===== config.mk =====
export PLATFORM = sky130hd
export DESIGN_NAME = fcs_control_status
export DESIGN_NICKNAME = d
export VERILOG_FILES = /design/src/rtl/fcs_classify.v /design/src/rtl/fcs_cond_sync.v /design/src/rtl/fcs_control_status.v
export VERILOG_INCLUDE_DIRS = /design/src /design/src/rtl
export SDC_FILE = /design/constraint.sdc
export NUM_CORES = 1
export LEC_CHECK = 0
export ABC_AREA = 1
export BUFFER_PORTS_ARGS = -buffer_cell sky130_fd_sc_hd__buf_2
export CORE_ASPECT_RATIO = 1.5
export CORE_MARGIN = 2
export CORE_UTILIZATION = 48
export CTS_CLUSTER_SIZE = 16
export DETAILED_ROUTE_END_ITERATION = 16
export PLACE_DENSITY = 0.84
export REMOVE_ABC_BUFFERS = 1
export SYNTH_ARGS = -nofsm -noshare
export SYNTH_HDL_FRONTEND = slang
export SYNTH_SLANG_ARGS = --single-unit

===== constraint.sdc =====
create_clock -name CLOCK -period 2.9 [get_ports CLOCK]
set_input_delay 0.58 -clock CLOCK [delete_from_list [all_inputs] [get_ports CLOCK]]
set_output_delay 0.58 -clock CLOCK [all_outputs]
set_load 0.1 [all_outputs]

===== src/rtl/fcs_map.vh =====
/*
 fcs_map.vh: register layout, field positions, reset values and
 operand format constants of the float control/status block.
 assumes: included by bare name from rtl design files.
*/
`ifndef FCS_MAP_VH
`define FCS_MAP_VH

// control register numbers on the move-control path
`define FCS_SEL_STATUS      5'h1f
`define FCS_SEL_IDENT       5'h00
// control/status fields
`define FCS_COND_BIT        23
`define FCS_CAUSE_HI        17
`define FCS_CAUSE_LO        12
`define FCS_ENABLE_HI       11
`define FCS_ENABLE_LO       7
`define FCS_ACCRUED_HI      6
`define FCS_ACCRUED_LO      2
`define FCS_ROUND_HI        1
`define FCS_ROUND_LO        0
`define FCS_UNIMPL_BIT      5
`define FCS_WRITABLE_MASK   32'h0083_ffff
`define FCS_STATUS_RESET    32'h0000_0000
// rounding encodings
`define FCS_ROUND_NEAREST   2'h0
`define FCS_ROUND_ZERO      2'h1
`define FCS_ROUND_PLUS      2'h2
`define FCS_ROUND_MINUS     2'h3
// identification fields
`define FCS_IMPL_HI         15
`define FCS_IMPL_LO         8
`define FCS_REV_HI          7
`define FCS_REV_LO          0
// single precision
`define FCS_S_SIGN          31
`define FCS_S_EXP_HI        30
`define FCS_S_EXP_LO        23
`define FCS_S_FRAC_HI       22
`define FCS_S_BIAS          8'h7f
`define FCS_S_EXP_MAXNORM   8'hfe
// double precision
`define FCS_D_SIGN          63
`define FCS_D_EXP_HI        62
`define FCS_D_EXP_LO        52
`define FCS_D_FRAC_HI       51
`define FCS_D_BIAS          11'h3ff
// class codes
`define FCS_CLS_ZERO        3'h0
`define FCS_CLS_DENORM      3'h1
`define FCS_CLS_NORMAL      3'h2
`define FCS_CLS_INF         3'h3
`define FCS_CLS_QNAN        3'h4
`define FCS_CLS_SNAN        3'h5

`endif


===== src/rtl/fcs_classify.v =====
/*
 fcs_classify.v: registered classifier for one single or double
 precision operand; single operands sit in the low 32 bits.
 assumes: same clock and reset as the control/status block.
*/
`timescale 1ns/100ps
`include "fcs_map.vh"

module fcs_classify
(
   input  wire        clock,
   input  wire        reset,
   input  wire        enable,
   input  wire        is_double,
   input  wire [63:0] operand,
   output reg  [2:0]  class_code,
   output reg         sign,
   output reg         hidden_bit
);

   // exponent all ones / all zeros and fraction zero decide the class
   function [2:0] classify;
      input       exp_ones;
      input       exp_zero;
      input       frac_zero;
      input       frac_msb;
      begin
         if (exp_ones && !frac_zero)
            classify = frac_msb ? `FCS_CLS_SNAN
                                : `FCS_CLS_QNAN;
         else if (exp_ones)
            classify = `FCS_CLS_INF;
         else if (exp_zero && !frac_zero)
            classify = `FCS_CLS_DENORM;
         else if (exp_zero)
            classify = `FCS_CLS_ZERO;
         else
            classify = `FCS_CLS_NORMAL;
      end
   endfunction

   wire [7:0]  s_exp  = operand[`FCS_S_EXP_HI:`FCS_S_EXP_LO];
   wire [22:0] s_frac = operand[`FCS_S_FRAC_HI:0];
   wire [10:0] d_exp  = operand[`FCS_D_EXP_HI:`FCS_D_EXP_LO];
   wire [51:0] d_frac = operand[`FCS_D_FRAC_HI:0];
   wire [2:0]  s_cls;
   wire [2:0]  d_cls;

   assign s_cls = classify(&s_exp, ~|s_exp, ~|s_frac,
                           s_frac[`FCS_S_FRAC_HI]);
   assign d_cls = classify(&d_exp, ~|d_exp, ~|d_frac,
                           d_frac[`FCS_D_FRAC_HI]);

   always @(posedge clock or posedge reset)
   begin
      if (reset)
      begin
         class_code <= `FCS_CLS_ZERO;
         sign       <= 1'b0;
         hidden_bit <= 1'b0;
      end
      else if (enable)
      begin
         class_code <= is_double ? d_cls : s_cls;
         sign       <= is_double ? operand[`FCS_D_SIGN]
                                 : operand[`FCS_S_SIGN];
         // denormal and zero take hidden bit zero, minimum exponent
         hidden_bit <= is_double ? |d_exp : |s_exp;
      end
   end

endmodule // fcs_classify


===== src/rtl/fcs_cond_sync.v =====
/*
 fcs_cond_sync.v: three-stage synchroniser for a level from a pin.
 assumes: a change counts once stages two and three agree.
*/
`timescale 1ns/100ps

module fcs_cond_sync
(
   input  wire clock,
   input  wire reset,
   input  wire enable,
   input  wire pin_in,
   output reg  level
);

   reg stage1;
   reg stage2;
   reg stage3;

   always @(posedge clock or posedge reset)
   begin
      if (reset)
      begin
         stage1 <= 1'b0;
         stage2 <= 1'b0;
         stage3 <= 1'b0;
         level  <= 1'b0;
      end
      else if (enable)
      begin
         stage1 <= pin_in;
         stage2 <= stage1;
         stage3 <= stage2;
         if (stage2 == stage3)
            level <= stage3;
      end
   end

endmodule // fcs_cond_sync


===== src/rtl/fcs_control_status.v =====
/*
 fcs_control_status.v: control/status and identification registers of
 the float coprocessor, with condition output, interrupt and operand
 classification.
 assumes: the integer core issues the control moves on the same clock,
 datapath reports results as one-cycle pulses; an external drain input
 may come from another domain and is synchronised.
*/
// Function
// - compare writes condition bit 23: one if true, zero if false
// - condition changes only on compare or software write of status
// - condition bit drives the coprocessor condition output continuously
// - bits 17:12 hold six cause flags, rewritten after every operation
// - several exceptions in one instruction set every matching cause flag
// - any exception sets cause and matching accrued flag together (here the unimplemented-operation cause has no accrued flag)
// - accrued flags set by results only, cleared only by software write (here a software write can also set them)
// - set cause with its enable asserts float interrupt; core traps
// - unimplemented-operation cause always interrupts, no enable bit
// - bits 1:0 pick rounding: nearest even, zero, plus, minus
// - reserved bits written zero by software, read value undefined
// - status read waits for operations to drain; exception aborts read (here only an enabled or unimplemented-operation one)
// - control write loads condition, cause, accrued, enable, rounding
// - identification: implementation 15:8, revision 7:0, top half zero
// - single: sign 31, exponent 30:23, 23-bit fraction, bias 127
// - double: sign 63, exponent 62:52, 52-bit fraction, bias 1023
// - all-ones exponent: NaN or infinity; zero exponent: denormal/zero
// - NaN signaling when fraction msb set, quiet otherwise
// - normal single exponents run 1 to 254 with hidden one
// - denormal: zero exponent, nonzero fraction, hidden bit zero
// - loads, stores and moves never touch any exception flag
`timescale 1ns/100ps
`include "fcs_map.vh"

module fcs_control_status
(
   input  wire        CLOCK,
   input  wire        RESET,
   input  wire        CLOCK_ENABLE,
   // control moves from the integer core
   input  wire        CTRL_READ,
   input  wire        CTRL_WRITE,
   input  wire [4:0]  CTRL_SELECT,
   input  wire [31:0] CTRL_WDATA,
   output reg  [31:0] CTRL_RDATA,
   output reg         CTRL_RDATA_VALID,
   output reg         CTRL_READ_ABORT,
   // datapath handshake
   input  wire        OP_START,
   input  wire        OP_IS_COMPARE,
   input  wire        OP_DONE,
   input  wire        OP_COND_RESULT,
   input  wire [5:0]  OP_EXCEPTIONS,
   input  wire        PIPE_BUSY_PIN,
   output reg  [1:0]  OP_ROUNDING,
   // operand classification
   input  wire        OPERAND_VALID,
   input  wire        OPERAND_DOUBLE,
   input  wire [63:0] OPERAND,
   output reg  [2:0]  OPERAND_CLASS,
   output reg         OPERAND_SIGN,
   output reg         OPERAND_HIDDEN,
   // to the integer core
   output reg         COPROC_CONDITION_OUT,
   output reg         FLOAT_INTERRUPT,
   output reg         COPROC_INTERRUPT_N,
   output reg         ROUND_NEAREST_EVEN,
   output reg         ROUND_TOWARD_ZERO,
   output reg         ROUND_TOWARD_PLUS,
   output reg         ROUND_TOWARD_MINUS
);

   // arbitrary codes, not tied to any real part
   parameter [7:0] IMPL_CODE = 8'h5a;
   parameter [7:0] REV_CODE  = 8'h01;

   localparam [1:0] ST_IDLE  = 2'h0;
   localparam [1:0] ST_DRAIN = 2'h1;
   localparam [1:0] ST_ANSW  = 2'h2;

   reg         condition;
   reg  [5:0]  cause;
   reg  [4:0]  trap_enable;
   reg  [4:0]  accrued;
   reg  [1:0]  rounding_select;
   reg  [1:0]  state;
   reg  [4:0]  read_select;
   reg  [3:0]  ops_pending;
   reg  [1:0]  next_state;
   reg  [3:0]  next_pending;
   wire        drain_busy;
   wire [2:0]  class_code;
   wire        class_sign;
   wire        class_hidden;

   // assembled status word; reserved bits read zero
   function [31:0] status_word;
      input       c;
      input [5:0] ca;
      input [4:0] en;
      input [4:0] ac;
      input [1:0] rm;
      begin
         status_word = 32'h0000_0000;
         status_word[`FCS_COND_BIT] = c;
         status_word[`FCS_CAUSE_HI:`FCS_CAUSE_LO] = ca;
         status_word[`FCS_ENABLE_HI:`FCS_ENABLE_LO] = en;
         status_word[`FCS_ACCRUED_HI:`FCS_ACCRUED_LO] = ac;
         status_word[`FCS_ROUND_HI:`FCS_ROUND_LO] = rm;
      end
   endfunction

   fcs_cond_sync u_busy_sync
   (
      .clock  (CLOCK),
      .reset  (RESET),
      .enable (CLOCK_ENABLE),
      .pin_in (PIPE_BUSY_PIN),
      .level  (drain_busy)
   );

   fcs_classify u_classify
   (
      .clock      (CLOCK),
      .reset      (RESET),
      .enable     (CLOCK_ENABLE && OPERAND_VALID),
      .is_double  (OPERAND_DOUBLE),
      .operand    (OPERAND),
      .class_code (class_code),
      .sign       (class_sign),
      .hidden_bit (class_hidden)
   );

   wire status_wr = CTRL_WRITE && CTRL_SELECT == `FCS_SEL_STATUS;
   wire any_trap  = cause[`FCS_UNIMPL_BIT] ||
                    |(cause[4:0] & trap_enable);

   // count of operations started and not finished
   always @*
   begin
      next_pending = ops_pending;
      if (OP_START && !OP_DONE)
         next_pending = ops_pending + 4'h1;
      else if (OP_DONE && !OP_START && ops_pending != 4'h0)
         next_pending = ops_pending - 4'h1;
   end

   // status read holds until the pipeline is empty
   always @*
   begin
      next_state = state;
      case (state)
         ST_IDLE:
            if (CTRL_READ)
               next_state = (CTRL_SELECT == `FCS_SEL_STATUS)
                            ? ST_DRAIN : ST_ANSW;
         ST_DRAIN:
            if (OP_DONE && OP_EXCEPTIONS != 6'h00 &&
                (OP_EXCEPTIONS[`FCS_UNIMPL_BIT] ||
                 |(OP_EXCEPTIONS[4:0] & trap_enable)))
               next_state = ST_IDLE;
            else if (next_pending == 4'h0 && !drain_busy)
               next_state = ST_ANSW;
         ST_ANSW:
            next_state = ST_IDLE;
         default:
            next_state = ST_IDLE;
      endcase
   end

   always @(posedge CLOCK or posedge RESET)
   begin
      if (RESET)
      begin
         condition            <= 1'b0;
         cause                <= 6'h00;
         trap_enable          <= 5'h00;
         accrued              <= 5'h00;
         rounding_select      <= `FCS_ROUND_NEAREST;
         state                <= ST_IDLE;
         read_select          <= 5'h00;
         ops_pending          <= 4'h0;
         CTRL_RDATA           <= 32'h0000_0000;
         CTRL_RDATA_VALID     <= 1'b0;
         CTRL_READ_ABORT      <= 1'b0;
         OP_ROUNDING          <= `FCS_ROUND_NEAREST;
         OPERAND_CLASS        <= `FCS_CLS_ZERO;
         OPERAND_SIGN         <= 1'b0;
         OPERAND_HIDDEN       <= 1'b0;
         COPROC_CONDITION_OUT <= 1'b0;
         FLOAT_INTERRUPT      <= 1'b0;
         COPROC_INTERRUPT_N   <= 1'b1;
         ROUND_NEAREST_EVEN   <= 1'b1;
         ROUND_TOWARD_ZERO    <= 1'b0;
         ROUND_TOWARD_PLUS    <= 1'b0;
         ROUND_TOWARD_MINUS   <= 1'b0;
      end
      else if (CLOCK_ENABLE)
      begin
         state       <= next_state;
         ops_pending <= next_pending;
         if (state == ST_IDLE && CTRL_READ)
            read_select <= CTRL_SELECT;
         // software write loads every writable field
         if (status_wr)
         begin
            condition       <= CTRL_WDATA[`FCS_COND_BIT];
            cause           <= CTRL_WDATA[`FCS_CAUSE_HI:`FCS_CAUSE_LO];
            trap_enable     <= CTRL_WDATA[`FCS_ENABLE_HI:`FCS_ENABLE_LO];
            accrued         <= CTRL_WDATA[`FCS_ACCRUED_HI:`FCS_ACCRUED_LO];
            rounding_select <= CTRL_WDATA[`FCS_ROUND_HI:`FCS_ROUND_LO];
         end
         // writes are only legal when idle, so a result never collides
         else if (OP_DONE)
         begin
            if (OP_IS_COMPARE)
               condition <= OP_COND_RESULT;
            cause   <= OP_EXCEPTIONS;
            accrued <= accrued | OP_EXCEPTIONS[4:0];
         end
         // loads, stores, moves never reach OP_DONE here
         if (OP_START)
            OP_ROUNDING <= rounding_select;
         CTRL_RDATA_VALID <= (state == ST_ANSW);
         CTRL_READ_ABORT  <= (state == ST_DRAIN && next_state == ST_IDLE);
         if (state == ST_ANSW)
         begin
            if (read_select == `FCS_SEL_STATUS)
               CTRL_RDATA <= status_word(condition, cause, trap_enable,
                                         accrued, rounding_select);
            else if (read_select == `FCS_SEL_IDENT)
               CTRL_RDATA <= {16'h0000, IMPL_CODE, REV_CODE};
            else
               CTRL_RDATA <= 32'h0000_0000;
         end
         OPERAND_CLASS        <= class_code;
         OPERAND_SIGN         <= class_sign;
         OPERAND_HIDDEN       <= class_hidden;
         COPROC_CONDITION_OUT <= condition;
         FLOAT_INTERRUPT      <= any_trap;
         COPROC_INTERRUPT_N   <= ~any_trap;
         ROUND_NEAREST_EVEN   <= rounding_select == `FCS_ROUND_NEAREST;
         ROUND_TOWARD_ZERO    <= rounding_select == `FCS_ROUND_ZERO;
         ROUND_TOWARD_PLUS    <= rounding_select == `FCS_ROUND_PLUS;
         ROUND_TOWARD_MINUS   <= rounding_select == `FCS_ROUND_MINUS;
      end
   end

endmodule // fcs_control_status


After elaboration in Yosys (flattened, before gate mapping)
Cells that the tools add are included.
- logic and storage cells: 117
- flip-flop bits (word level): 87
- output and inout bits: 48
- add/sub/neg operators: 2
- mux-type cells: 29
- bitwise logic cells: 4
- reductions and logical operators: 45
- equal/unequal tests: 8
- operators with widths (kind ; count):
    OR reduction 52 bit ; 1
    two-way mux 24 bit ; 1
    OR reduction 23 bit ; 1
    two-way mux 3 bit ; 7
    two-way mux 15 bit ; 1
    logical AND 1 bit ; 14
    two-way mux 2 bit ; 6
    two-way mux 6 bit ; 2
    AND reduction 2 bit ; 6
    AND reduction 11 bit ; 1
    OR reduction 11 bit ; 1
    bitwise AND 5 bit ; 2
    equality test 5 bit, second input constant ; 2
    two-way mux 5 bit ; 2
    OR reduction 5 bit ; 2
    two-way mux 4 bit ; 2
    AND reduction 8 bit ; 1
    OR reduction 8 bit ; 1
    two-way mux 1 bit ; 7
    equality test 2 bit, second input constant ; 3
    zero test 2 bit ; 3
    nonzero test 6 bit ; 1
    zero test 1 bit ; 5
    zero test 5 bit ; 1
    12 further kinds ; 15

Logic depth before layout (Yosys ltp)
Gate-level depths: netlist of run 1.
- depth in word-level cells: 12
- mapped depth: 13

Hierarchy
A second synthesis of run 1 with hierarchy kept.
- cells, all modules: 500
- area total of the unflattened synthesis: 3888.7 um^2
- by module, submodules not included (module ; instances ; area each (um^2) ; sequential area each (um^2) ; cells an instance):
    fcs_control_status ; 1 ; 3109.2 ; 1629.1 ; 363
    fcs_classify ; 1 ; 611.8 ; 125.1 ; 116
    fcs_cond_sync ; 1 ; 167.7 ; 100.1 ; 21

Worst setup path after synthesis of run 1
Ideal clock, no wire load.
- path type: input to register
- start point: input CTRL_SELECT[2]
- end point: register accrued[0]
- path slack: 1.269 ns
- stages on the path: 9
- library setup time: 0.120 ns
- required time: 2.780 ns
- data arrival time: 1.511 ns
- cell sequence: inv_1 > nor2_1 > nand3_1 > inv_2 > nand2_4 > nor2_4 > inv_1 > clkbuf_8 > o22a_2
- longest elaborated chain between the ends: 4
- ends and longest elaborated chain (what ; RTL line ; text):
    from (decl) ; fcs_control_status.v:42 ; input wire [4:0] CTRL_SELECT,
    equality test 5 bit (no source line) (*) ; n/a ;
    logical AND 1 bit (no source line) (*) ; n/a ;
    nonzero test 2 bit (no source line) ; n/a ;
    AND reduction 2 bit (no source line) ; n/a ;
    to (signal assigned) ; fcs_control_status.v:209 ; accrued <= CTRL_WDATA[`FCS_ACCRUED_HI:`FCS_ACCRUED_LO];
    to (signal assigned) ; fcs_control_status.v:218 ; accrued <= accrued | OP_EXCEPTIONS[4:0];
    to (decl) ; fcs_control_status.v:83 ; reg [4:0] accrued;
Every way passes the cells marked *; elsewhere a longest branch is shown, timed or not.
A chain may end at the register's enable or synchronous reset.

Worst setup path after layout of run 1
- start point: register COPROC_INTERRUPT_N
- end point: output COPROC_INTERRUPT_N
- RTL lines (what ; RTL line ; text):
    from (decl) ; fcs_control_status.v:65 ; output reg COPROC_INTERRUPT_N,
    from (signal assigned) ; fcs_control_status.v:240 ; COPROC_INTERRUPT_N <= ~any_trap;
No word-level cell between the ends.

==> flow_summary.json, run 1 <==
{
  "status": "finished clean",
  "path_cells": "buf_2",
  "hold_viol_final": 0,
  "ys_ff_latch": 74,
  "viasPerCell": 5.19,
  "pwr-share-seq_pct": 36.0,
  "seq_area_frac_synth_pct": 49.3,
  "grt_antenna_before_repair": 0,
  "post-cts-setup-buffer-count": 0,
  "cts-root-buf": "clkbuf_16",
  "synth-main-ff-cell": "dfrtp_1",
  "clk_path_buf_depth": 2,
  "dp_hpwl_um": 7430,
  "avgRoutedWirePerCell_um": 13.5,
  "timing.fmax_ghz": 0.531,
  "power_density_nw_per_um2": 779,
  "synthArstFlopShare_pct": 100,
  "cp_max_fo": 2,
  "critPathTopFamily": "flip-flops",
  "p_int_mw": 2.17,
  "finClkSkew_ns": 0.00447,
  "synth.distinct_cells": 39,
  "cp_slowest_cell": "dfstp_2",
  "grt.total_usage_pct": 24.2,
  "total_power_mw": 3.74,
  "end_kind": "primary output",
  "die_area_sq_um": 8570,
  "crit_arrival_ns": 1.30,
  "startpoint_type": "register",
  "diodes": 0,
  "ant_nets": 0,
  "fin_hold_ws_ns": 0.199,
  "fin_cells": 722,
  "mostFrequentLayoutCell": "nand2_1",
  "hold_buffers": 0,
  "final.setup.tns_ns": 0,
  "p_switching_mw": 1.56,
  "cts_tree": "built",
  "synth_area_leaders": "dfrtp_1 (48%), nand2_1 (16%), nor2_1 (4.7%)",
  "post_cts_resized": 0,
  "drc": 0,
  "post_synth.cell_area_avg_sq_um": 7.97,
  "synth_edf_count": 0,
  "p_clk_share_pct": 29.1,
  "grt_max_degree": 61,
  "hp-class": "in2async",
  "drive_gt1_share_pct": 30.0,
  "num-nets-final": 736,
  "synth_area_sq_um": 3760,
  "yosysTopAreaCellShare_pct": 47.9,
  "die_width_um": 76.3,
  "maxSlewHeadroom_pct": 65.4,
  "overflow": 0,
  "initial_core_util_pct": 49.4,
  "mostFrequentLayoutCells": "nand2_1 (157), buf_2 (140), dfrtp_1 (72)",
  "core_area_sq_um": 7610,
  "place_congestion": 0.936,
  "worst_pin_slew_ns": 0.523,
  "cts_made_buffers": 9,
  "drv_slew": 0,
  "cts.sinks": 74,
  "num_rows": 39,
  "required_ns": 2.32,
  "clk_latency_ns": 0.33,
  "io_buffers": 140,
  "leakage_nw": 2.58,
  "first_global_vias": 3727,
  "worstSetupPathType": "reg2out",
  "dp_cells": 706,
  "critical_path_buf_inv_count": 1,
  "synth_top_cell_by_area": "dfrtp_1",
  "p_comb_share_pct": 34.9,
  "fin_crit_ns": 1.88,
  "syn_inst": 472,
  "cts_max_level": 3,
  "synth_warnings": 0,
  "path_clk_slew_ns": 0.06,
  "setup_viol": 0,
  "rsz0062_at_grt": "false",
  "routed_wl_um": 9780,
  "ir_drop_mv": 0.527,
  "fin_crit_sh_pct": 64.9,
  "final_core_util_pct": 63.0,
  "p_sw_share_pct": 41.9,
  "area_growth_pct": 27.6,
  "first_iter_violations": 239,
  "grt_pass1_wl_um": 16400,
  "drv_cap": 0,
  "cpPeakStageDelay_ns": 0.54,
  "dr.pass1.iters": 5,
  "die_h_um": 112,
  "num_vias": 3749,
  "ios": 167
}
per-stage QoR:
| step | instance area, sq um | worst slack, ns |
|---|---|---|
| 2_1_floorplan | 3640 | 0.442 |
| 3_3_place_gp | 4510 | 0.774 |
| 3_5_place_dp | 4510 | 0.725 |
| 4_1_cts | 4800 | 1.01 |
| 5_1_grt | 4800 | 0.889 |
| 6_report | 4800 | 1.02 |
cells by family (layout without fill, tap and decap cells):
family / after synthesis / after routing / synth area share (%)
buf+inv: 61 / 197 / 8.18
mux: 2 / 2 / 0.599
simple gates: 271 / 271 / 31.4
other cells: 1 / 13 / 0.0997
fa+ha+maj: 2 / 2 / 0.665
flops: 74 / 74 / 49.3
compound gates: 61 / 61 / 9.78
power groups by stage:
stage                     sequential, mW  clock [mW]  combinational (mW)
after floorplan                     1.90           0               0.443
after global placement              1.34           0                1.27
after detailed placement            1.35           0                1.31
after CTS                           1.34        1.10                1.31
after global routing                1.37        1.14                1.40
final                               1.35        1.09                1.30
flip-flops by register name, indices dropped and copies added (netlist names), 2 cells and up:
register	cells
CTRL_RDATA	19
cause	6
accrued	5
read_select	5
trap_enable	5
ops_pending	4
OPERAND_CLASS	3
u_classify.class_code	3
OP_ROUNDING	2
rounding_select	2
state	2
layer usage:
layer / part of all wire, % / track usage (%) / vias up
met5: 0 / 0 / -
met4: 3.7 / 13.0 / 0
met3: 8.3 / 5.06 / 28
met2: 54 / 45.0 / 219
met1: 34 / 25.1 / 1703
li1: - / - / 1799
synthesized netlist by cell type (3+ instances only):
library cell	number
nand2_1	157
dfrtp_1	72
nor2_1	47
nand3_1	35
inv_1	31
o21ai_0	25
a21oi_1	16
buf_4	13
nand4_1	10
inv_2	6
o31ai_1	6
o22a_2	5
buf_2	4
nor3_1	4
a31oi_1	3
nor4_1	3
final timing paths:
kind,cells after the start,slack [ns],endpoint,startpoint
min reg2reg,2,0.47,OPERAND_CLASS[0],OPERAND_CLASS[0]
max in group asynchronous,3,2.04,ROUND_NEAREST_EVEN,RESET
min,2,0.20,OPERAND_SIGN,RESET
max,1,1.02,COPROC_INTERRUPT_N,COPROC_INTERRUPT_N
min in group CLOCK,3,0.46,rounding_select[0],CTRL_WDATA[0]
max reg2reg,13,1.11,CTRL_READ_ABORT,ops_pending[0]
cell type report:
cell class	instances	area [sq um]
fillers	661	2810
clock inverters	3	40.0
repair buffers	144	743
multi-input cells	349	1640
inverters	37	139
flip-flops and latches	74	1850
well taps	102	128
clock buffers	13	250
No activity file was read; power rests on OpenSTA's default activity.
==> inputs of run 2 (changes only) <==
--- a/config.mk
+++ b/config.mk
@@ -10,10 +10,10 @@
 export BUFFER_PORTS_ARGS = -buffer_cell sky130_fd_sc_hd__buf_2
 export CORE_ASPECT_RATIO = 1.5
 export CORE_MARGIN = 2
-export CORE_UTILIZATION = 48
+export CORE_UTILIZATION = 43
 export CTS_CLUSTER_SIZE = 16
 export DETAILED_ROUTE_END_ITERATION = 16
-export PLACE_DENSITY = 0.84
+export PLACE_DENSITY = 0.8
 export REMOVE_ABC_BUFFERS = 1
 export SYNTH_ARGS = -nofsm -noshare
 export SYNTH_HDL_FRONTEND = slang
==> constraint.sdc (replaced) <==
create_clock -name CLOCK -period 1.6 [get_ports CLOCK]
set_input_delay 0.32 -clock CLOCK [delete_from_list [all_inputs] [get_ports CLOCK]]
set_output_delay 0.32 -clock CLOCK [all_outputs]
set_load 0.1 [all_outputs]
==> run 2 against run 1 <==
Sequential share of layout area decreased by 2.0 points. Non-clock buffer count rose by 16. Flip-flop and latch count did not move. Critical path type is now reg2reg. Combinational power rose by 98%. Largest cell class unchanged. Die area grew 11%. Worst hold slack lost 0.0038 ns.
==> flow_summary.json, run 2 (same netlist as run 1, synthesis figures left out) <==
{
  "status": "finished clean",
  "power_density_nw_per_um2": 1440,
  "die_h_um": 119,
  "worst_pin_slew_ns": 0.503,
  "dp_hpwl_um": 7670,
  "rsz0062_at_grt": "true",
  "fin_crit_sh_pct": 96.3,
  "num-nets-final": 752,
  "crit_start": "ops_pending[1]",
  "leakage_nw": 2.71,
  "overflow": 0,
  "grt_pass1_wl_um": 15900,
  "maxSlewHeadroom_pct": 66.4,
  "drv_cap": 0,
  "final_core_util_pct": 59.8,
  "top_register": "CTRL_RDATA",
  "ir_drop_mv": 1.02,
  "cts_made_buffers": 9,
  "viasPerCell": 5.12,
  "dr.pass1.iters": 5,
  "cts-root-buf": "clkbuf_16",
  "clk_latency_ns": 0.34,
  "crit_arrival_ns": 1.81,
  "drv_slew": 0,
  "required_ns": 1.87,
  "first_global_vias": 3680,
  "die_width_um": 80.4,
  "setup_viol": 0,
  "nFillCells": 700,
  "largestRegisters": "CTRL_RDATA (19), cause (6)",
  "clk_path_buf_depth": 2,
  "initial_core_util_pct": 44.4,
  "mostFrequentLayoutCells": "nand2_1 (152), buf_2 (138), dfrtp_1 (72)",
  "end_kind": "register",
  "hold_viol_final": 0,
  "area_growth_pct": 34.6,
  "first_iter_violations": 187,
  "finClkSkew_ns": 0.00446,
  "routed_wl_um": 9930,
  "core_area_sq_um": 8460,
  "mostFrequentLayoutCell": "nand2_1",
  "seqCellArea_sq_um": 1850,
  "grt_max_degree": 31,
  "ant_nets": 0,
  "timing.fmax_ghz": 0.649,
  "startpoint_type": "register",
  "rr_startpoint": "ops_pending[1]",
  "cts_max_level": 3,
  "hp-class": "in2reg",
  "avgRoutedWirePerCell_um": 13.4,
  "cts_tree": "built",
  "hold_path_startpoint": "PIPE_BUSY_PIN",
  "num_vias": 3804,
  "fin_crit_ns": 1.54,
  "total_power_mw": 7.29,
  "ios": 167,
  "worstSetupPathType": "reg2reg",
  "diodes": 0,
  "die_area_sq_um": 9530,
  "grt_antenna_before_repair": 0,
  "drive_gt1_share_pct": 34.0,
  "multi_input_area_sq_um": 1700,
  "place_congestion": 0.868,
  "cts.sinks": 74,
  "io_buffers": 140,
  "num_rows": 41,
  "largest_reg_flops": 19,
  "path_clk_slew_ns": 0.06,
  "cp_max_fo": 3,
  "drc": 0,
  "grt.total_usage_pct": 21.2
}
-- run 2: timing repair --
action / in CTS / in global routing
endpoints found under the hold margin: 15 / 0
setup endpoints to repair: 3 / 3
hold buffers: 1 / 0
pin swaps: 1 / 5
gates cloned: 0 / 0
setup buffers: 0 / 3
gates resized for setup: 3 / 14
-- run 2: stage by stage --
step	worst slack (ns)	TNS (ns)	cells	area, sq um	hold WS, ns
global placement	-0.0258	-0.173	723	4630	0.337
finish	0.0599	0	743	5060	0.195
floorplan	-0.598	-43.55	460	3640	0.423
detailed placement	-0.106	-0.796	723	4630	0.343
global route	-0.0398	-0.0791	743	5060	0.198
CTS	-0.0117	-0.0117	740	4990	0.188
-- run 2: path summary, 6_finish.rpt --
kind                                       endpoint  slack, ns  depth (start not counted)
min reg2reg                        OPERAND_CLASS[1]       0.47                          2
min in group asynchronous  u_classify.class_code[0]       0.52                          3
max in group asynchronous        COPROC_INTERRUPT_N       0.52                          4
min                              u_busy_sync.stage1       0.20                          3
max reg2reg                         CTRL_READ_ABORT       0.06                         13
max                                 CTRL_READ_ABORT       0.06                         13
-- run 2: report_power, final --
group	total, mW	switching (mW)	internal (mW)
Sequential	2.41	0.219	2.20
Combinational	2.58	1.96	0.623
Clock	2.30	0.778	1.52
Total	7.29	2.95	4.34
-- run 2: area by class of cell --
| cell class | count | share of cell area (%) |
|---|---|---|
| clock inverters | 7 | 2.32 |
| repair buffers | 160 | 17.7 |
| flip-flops and latches | 74 | 36.6 |
| clock buffers | 9 | 4.45 |
| well taps | 107 | 2.64 |
| inverters | 37 | 2.74 |
| multi-input cells | 349 | 33.5 |
-- run 2: worst max-delay path, cell delays in order, from the launching register on --
cell	delay, ns
dfrtp_1	0.36
inv_2	0.06
ha_4	0.17
nand2_4	0.09
nand2_4	0.06
nand2_2	0.07
nand2_1	0.05
nand2_1	0.08
nand2_1	0.07
nor2_2	0.13
nand3_2	0.08
nand2_2	0.08
nand3_2	0.06
o21ai_2	0.11
-- run 2: metal layers --
| layer | global-route usage (%) | share of wire, % | vias to the layer above |
|---|---|---|---|
| met3 | 5.57 | 9.3 | 31 |
| met5 | 0 | 0 | - |
| met2 | 38.4 | 51 | 214 |
| li1 | - | - | 1836 |
| met1 | 21.9 | 36 | 1723 |
| met4 | 10.1 | 3.6 | 0 |
==> inputs of run 3 (changes only) <==
--- a/config.mk
+++ b/config.mk
@@ -6,10 +6,11 @@
 export SDC_FILE = /design/constraint.sdc
 export NUM_CORES = 1
 export LEC_CHECK = 0
-export ABC_AREA = 1
+export ABC_AREA = 0
 export BUFFER_PORTS_ARGS = -buffer_cell sky130_fd_sc_hd__buf_2
+export CAP_MARGIN = 20
 export CORE_ASPECT_RATIO = 1.5
-export CORE_MARGIN = 2
+export CORE_MARGIN = 4
 export CORE_UTILIZATION = 43
 export CTS_CLUSTER_SIZE = 16
 export DETAILED_ROUTE_END_ITERATION = 16
==> run 3 against run 2 <==
The flow now finishes with violations (negative setup slack). Non-clock buffer count grew 16. Setup slack lost 0.42 ns. Worst hold slack lost 0.14 ns. Sequential power is essentially flat. Sequential share of layout area shrank 0.39 points. Synthesized cell count shrank 20%. Largest cell class unchanged.
==> flow_summary.json, run 3 <==
{
  "grt_max_degree": 75,
  "power_density_nw_per_um2": 1410,
  "setup_slack_ns": -0.365,
  "synth-main-ff-cell": "dfrtp_1",
  "cp_max_fo": 2,
  "core_area_sq_um": 8360,
  "drv_cap": 0,
  "ant_nets": 0,
  "first_iter_violations": 191,
  "fin_area_sq_um": 5120,
  "synthArstFlopShare_pct": 100,
  "top_register": "CTRL_RDATA",
  "path_cells": "inv_2 > ha_4 > or3b_4 > a21o_1 > o22a_1 > a2111oi_4 > o221ai_1",
  "dp_hpwl_um": 7740,
  "largestRegisters": "CTRL_RDATA (19), cause (6)",
  "die_width_um": 83.3,
  "place_congestion": 0.914,
  "rsz0062_at_grt": "true",
  "seq_area_frac_synth_pct": 50.6,
  "initial_core_util_pct": 43.8,
  "clk_latency_ns": 0.33,
  "grtUsageMet2_pct": 39.1,
  "fin_crit_sh_pct": 123,
  "grt_util_met1_pct": 22.5,
  "drc": 0,
  "leakage_nw": 2.58,
  "grt_pass1_wl_um": 17000,
  "synth_top_cell_by_area": "dfrtp_1",
  "die_area_sq_um": 10100,
  "place_area_sq_um": 4610,
  "setup_viol": 7,
  "synth_edf_count": 0,
  "area_growth_pct": 39.7,
  "synth_commonest_cells": "dfrtp_1 (72), nand2_1 (68), nor2_1 (27), nand3_1 (20), a21oi_1 (17)",
  "synth.distinct_cells": 57,
  "post_synth.cell_area_avg_sq_um": 9.74,
  "hold_viol_final": 0,
  "overflow": 0,
  "worst_pin_slew_ns": 0.512,
  "clk_path_buf_depth": 2,
  "cp_slowest_cell": "or3b_4",
  "num_rows": 41,
  "largest_reg_flops": 19,
  "maxSlewHeadroom_pct": 66.1,
  "synth_warnings": 0,
  "critical_path_buf_inv_count": 1,
  "cts_made_buffers": 9,
  "avgRoutedWirePerCell_um": 16.1,
  "end_kind": "register",
  "cts_max_level": 3,
  "required_ns": 1.80,
  "grt_antenna_before_repair": 0,
  "fin_crit_ns": 1.96,
  "gr-usage-met3_pct": 5.10,
  "yosysMostFrequentCell": "dfrtp_1",
  "num_vias": 3546,
  "r2r_cells": 7,
  "die_h_um": 121,
  "routed_wl_um": 10600,
  "crit_arrival_ns": 2.16,
  "ios": 167,
  "status": "finished, violations left",
  "rrSetupSlack_ns": -0.36,
  "top_usage_layer": "met2",
  "ir_drop_mv": 0.681,
  "synth_area_leaders": "dfrtp_1 (49%), nand2_1 (7.0%), mux2_1 (4.9%)",
  "grt.total_usage_pct": 21.1,
  "mostFrequentLayoutCell": "buf_2",
  "path_clk_slew_ns": 0.06,
  "ys_ff_latch": 74,
  "worstSetupPathType": "reg2reg",
  "io_buffers": 140,
  "failed_checks": "negative setup slack",
  "mostFrequentLayoutCells": "buf_2 (136), dfrtp_1 (72), nand2_1 (67)",
  "cts_tree": "built",
  "cts-root-buf": "clkbuf_16",
  "num-nets-final": 670,
  "drive_gt1_share_pct": 41.2,
  "syn_inst": 376,
  "yosysTopAreaCellShare_pct": 49.2,
  "viasPerCell": 5.36,
  "finClkSkew_ns": 0.00459,
  "r2r_end": "state[0]",
  "diodes": 0,
  "dr.pass1.iters": 4,
  "drv_slew": 0,
  "first_global_vias": 3641,
  "cpPeakStageDelay_ns": 0.39,
  "timing.fmax_ghz": 0.509,
  "final.setup.tns_ns": -1.07,
  "rr_startpoint": "ops_pending[1]",
  "startpoint_type": "register",
  "hp-class": "in2async",
  "cts.sinks": 74,
  "critPathTopFamily": "compound AO/OA/AOI/OAI gates",
  "synth_area_sq_um": 3660
}
==> run 3: cell count changes after synthesis, moves of 7 or more <==
cell      delta
inv_1       -19
clkbuf_1     +8
nand3_1     -15
nor4_1       +8
nand2_1     -89
nor2_1      -20
o21ai_1     +11
mux2i_1      +7
o21ai_0     -16
mux2_1      +16
==> run 3: routing by layer <==
| layer | vias to the layer above | share of wire (%) | wire, um |
|---|---|---|---|
| met3 | 29 | 8.6 | 909 |
| met1 | 1678 | 34 | 3570 |
| met2 | 183 | 54 | 5770 |
| met4 | 0 | 3.5 | 368 |
| li1 | 1656 | - | - |
| met5 | - | 0 | 0 |
==> run 3: how the worst max path moves through the flow <==
stage,startpoint,end,slack [ns],depth (start not counted)
2_1_floorplan,RESET,COPROC_CONDITION_OUT,-0.60,1
3_3_place_gp,ops_pending[0],state[0],-0.41,7
3_5_place_dp,ops_pending[0],state[0],-0.53,7
4_1_cts,ops_pending[1],state[0],-0.33,7
5_1_grt,ops_pending[1],state[0],-0.49,7
6_report,ops_pending[1],state[0],-0.36,7
==> run 3: worst reg2reg max path, stage by stage, from the launching register on <==
cell	delay [ns]
dfrtp_1	0.38
inv_2	0.08
ha_4	0.13
or3b_4	0.39
a21o_1	0.19
o22a_1	0.24
a2111oi_4	0.25
o221ai_1	0.16
==> run 3: final cells by class <==
class,count,area [sq um]
sequential,74,1850
inverter,13,48.8
multi-input combinational,275,1790
timing repair buffer,176,1010
tap,107,134
fill,655,3250
clock inverter,7,60.1
clock buffer,9,225
==> run 3: cells by family (layout without fill, tap and decap cells) <==
group	count (synthesis)	after routing	synth area share, %
fa+ha+maj	2	2	0.683
mux	30	30	8.99
buf+inv	39	205	5.40
flops	74	74	50.6
simple gates	163	163	22.0
other cells	1	13	0.102
xor+xnor	1	1	0.239
compound gates	66	66	11.9
==> run 3: report_power, final <==
part | internal [mW] | leakage, nW | switching [mW]
Sequential | 2.19 | 0.912 | 0.219
Clock | 1.19 | 0.149 | 0.744
Combinational | 0.904 | 1.52 | 1.98
Total | 4.29 | 2.58 | 2.94
==> run 3: repair_timing <==
item | CTS | global route
resized for setup | 20 | 16
setup endpoints to repair | 9 | 26
pin swaps | 12 | 7
hold buffers | 0 | 0
setup buffers | 5 | 6
==> run 3: stage by stage <==
step	hold WS (ns)	total power [mW]	instances	worst slack, ns	utilization (%)
2_1_floorplan	0.394	4.16	362	-0.598	-
3_3_place_gp	0.428	4.79	636	-0.410	55.1
3_5_place_dp	0.435	4.88	636	-0.532	55.1
4_1_cts	0.0748	7.11	657	-0.330	60.0
5_1_grt	0.107	7.54	661	-0.488	61.2
6_report	0.0526	7.23	661	-0.365	61.2
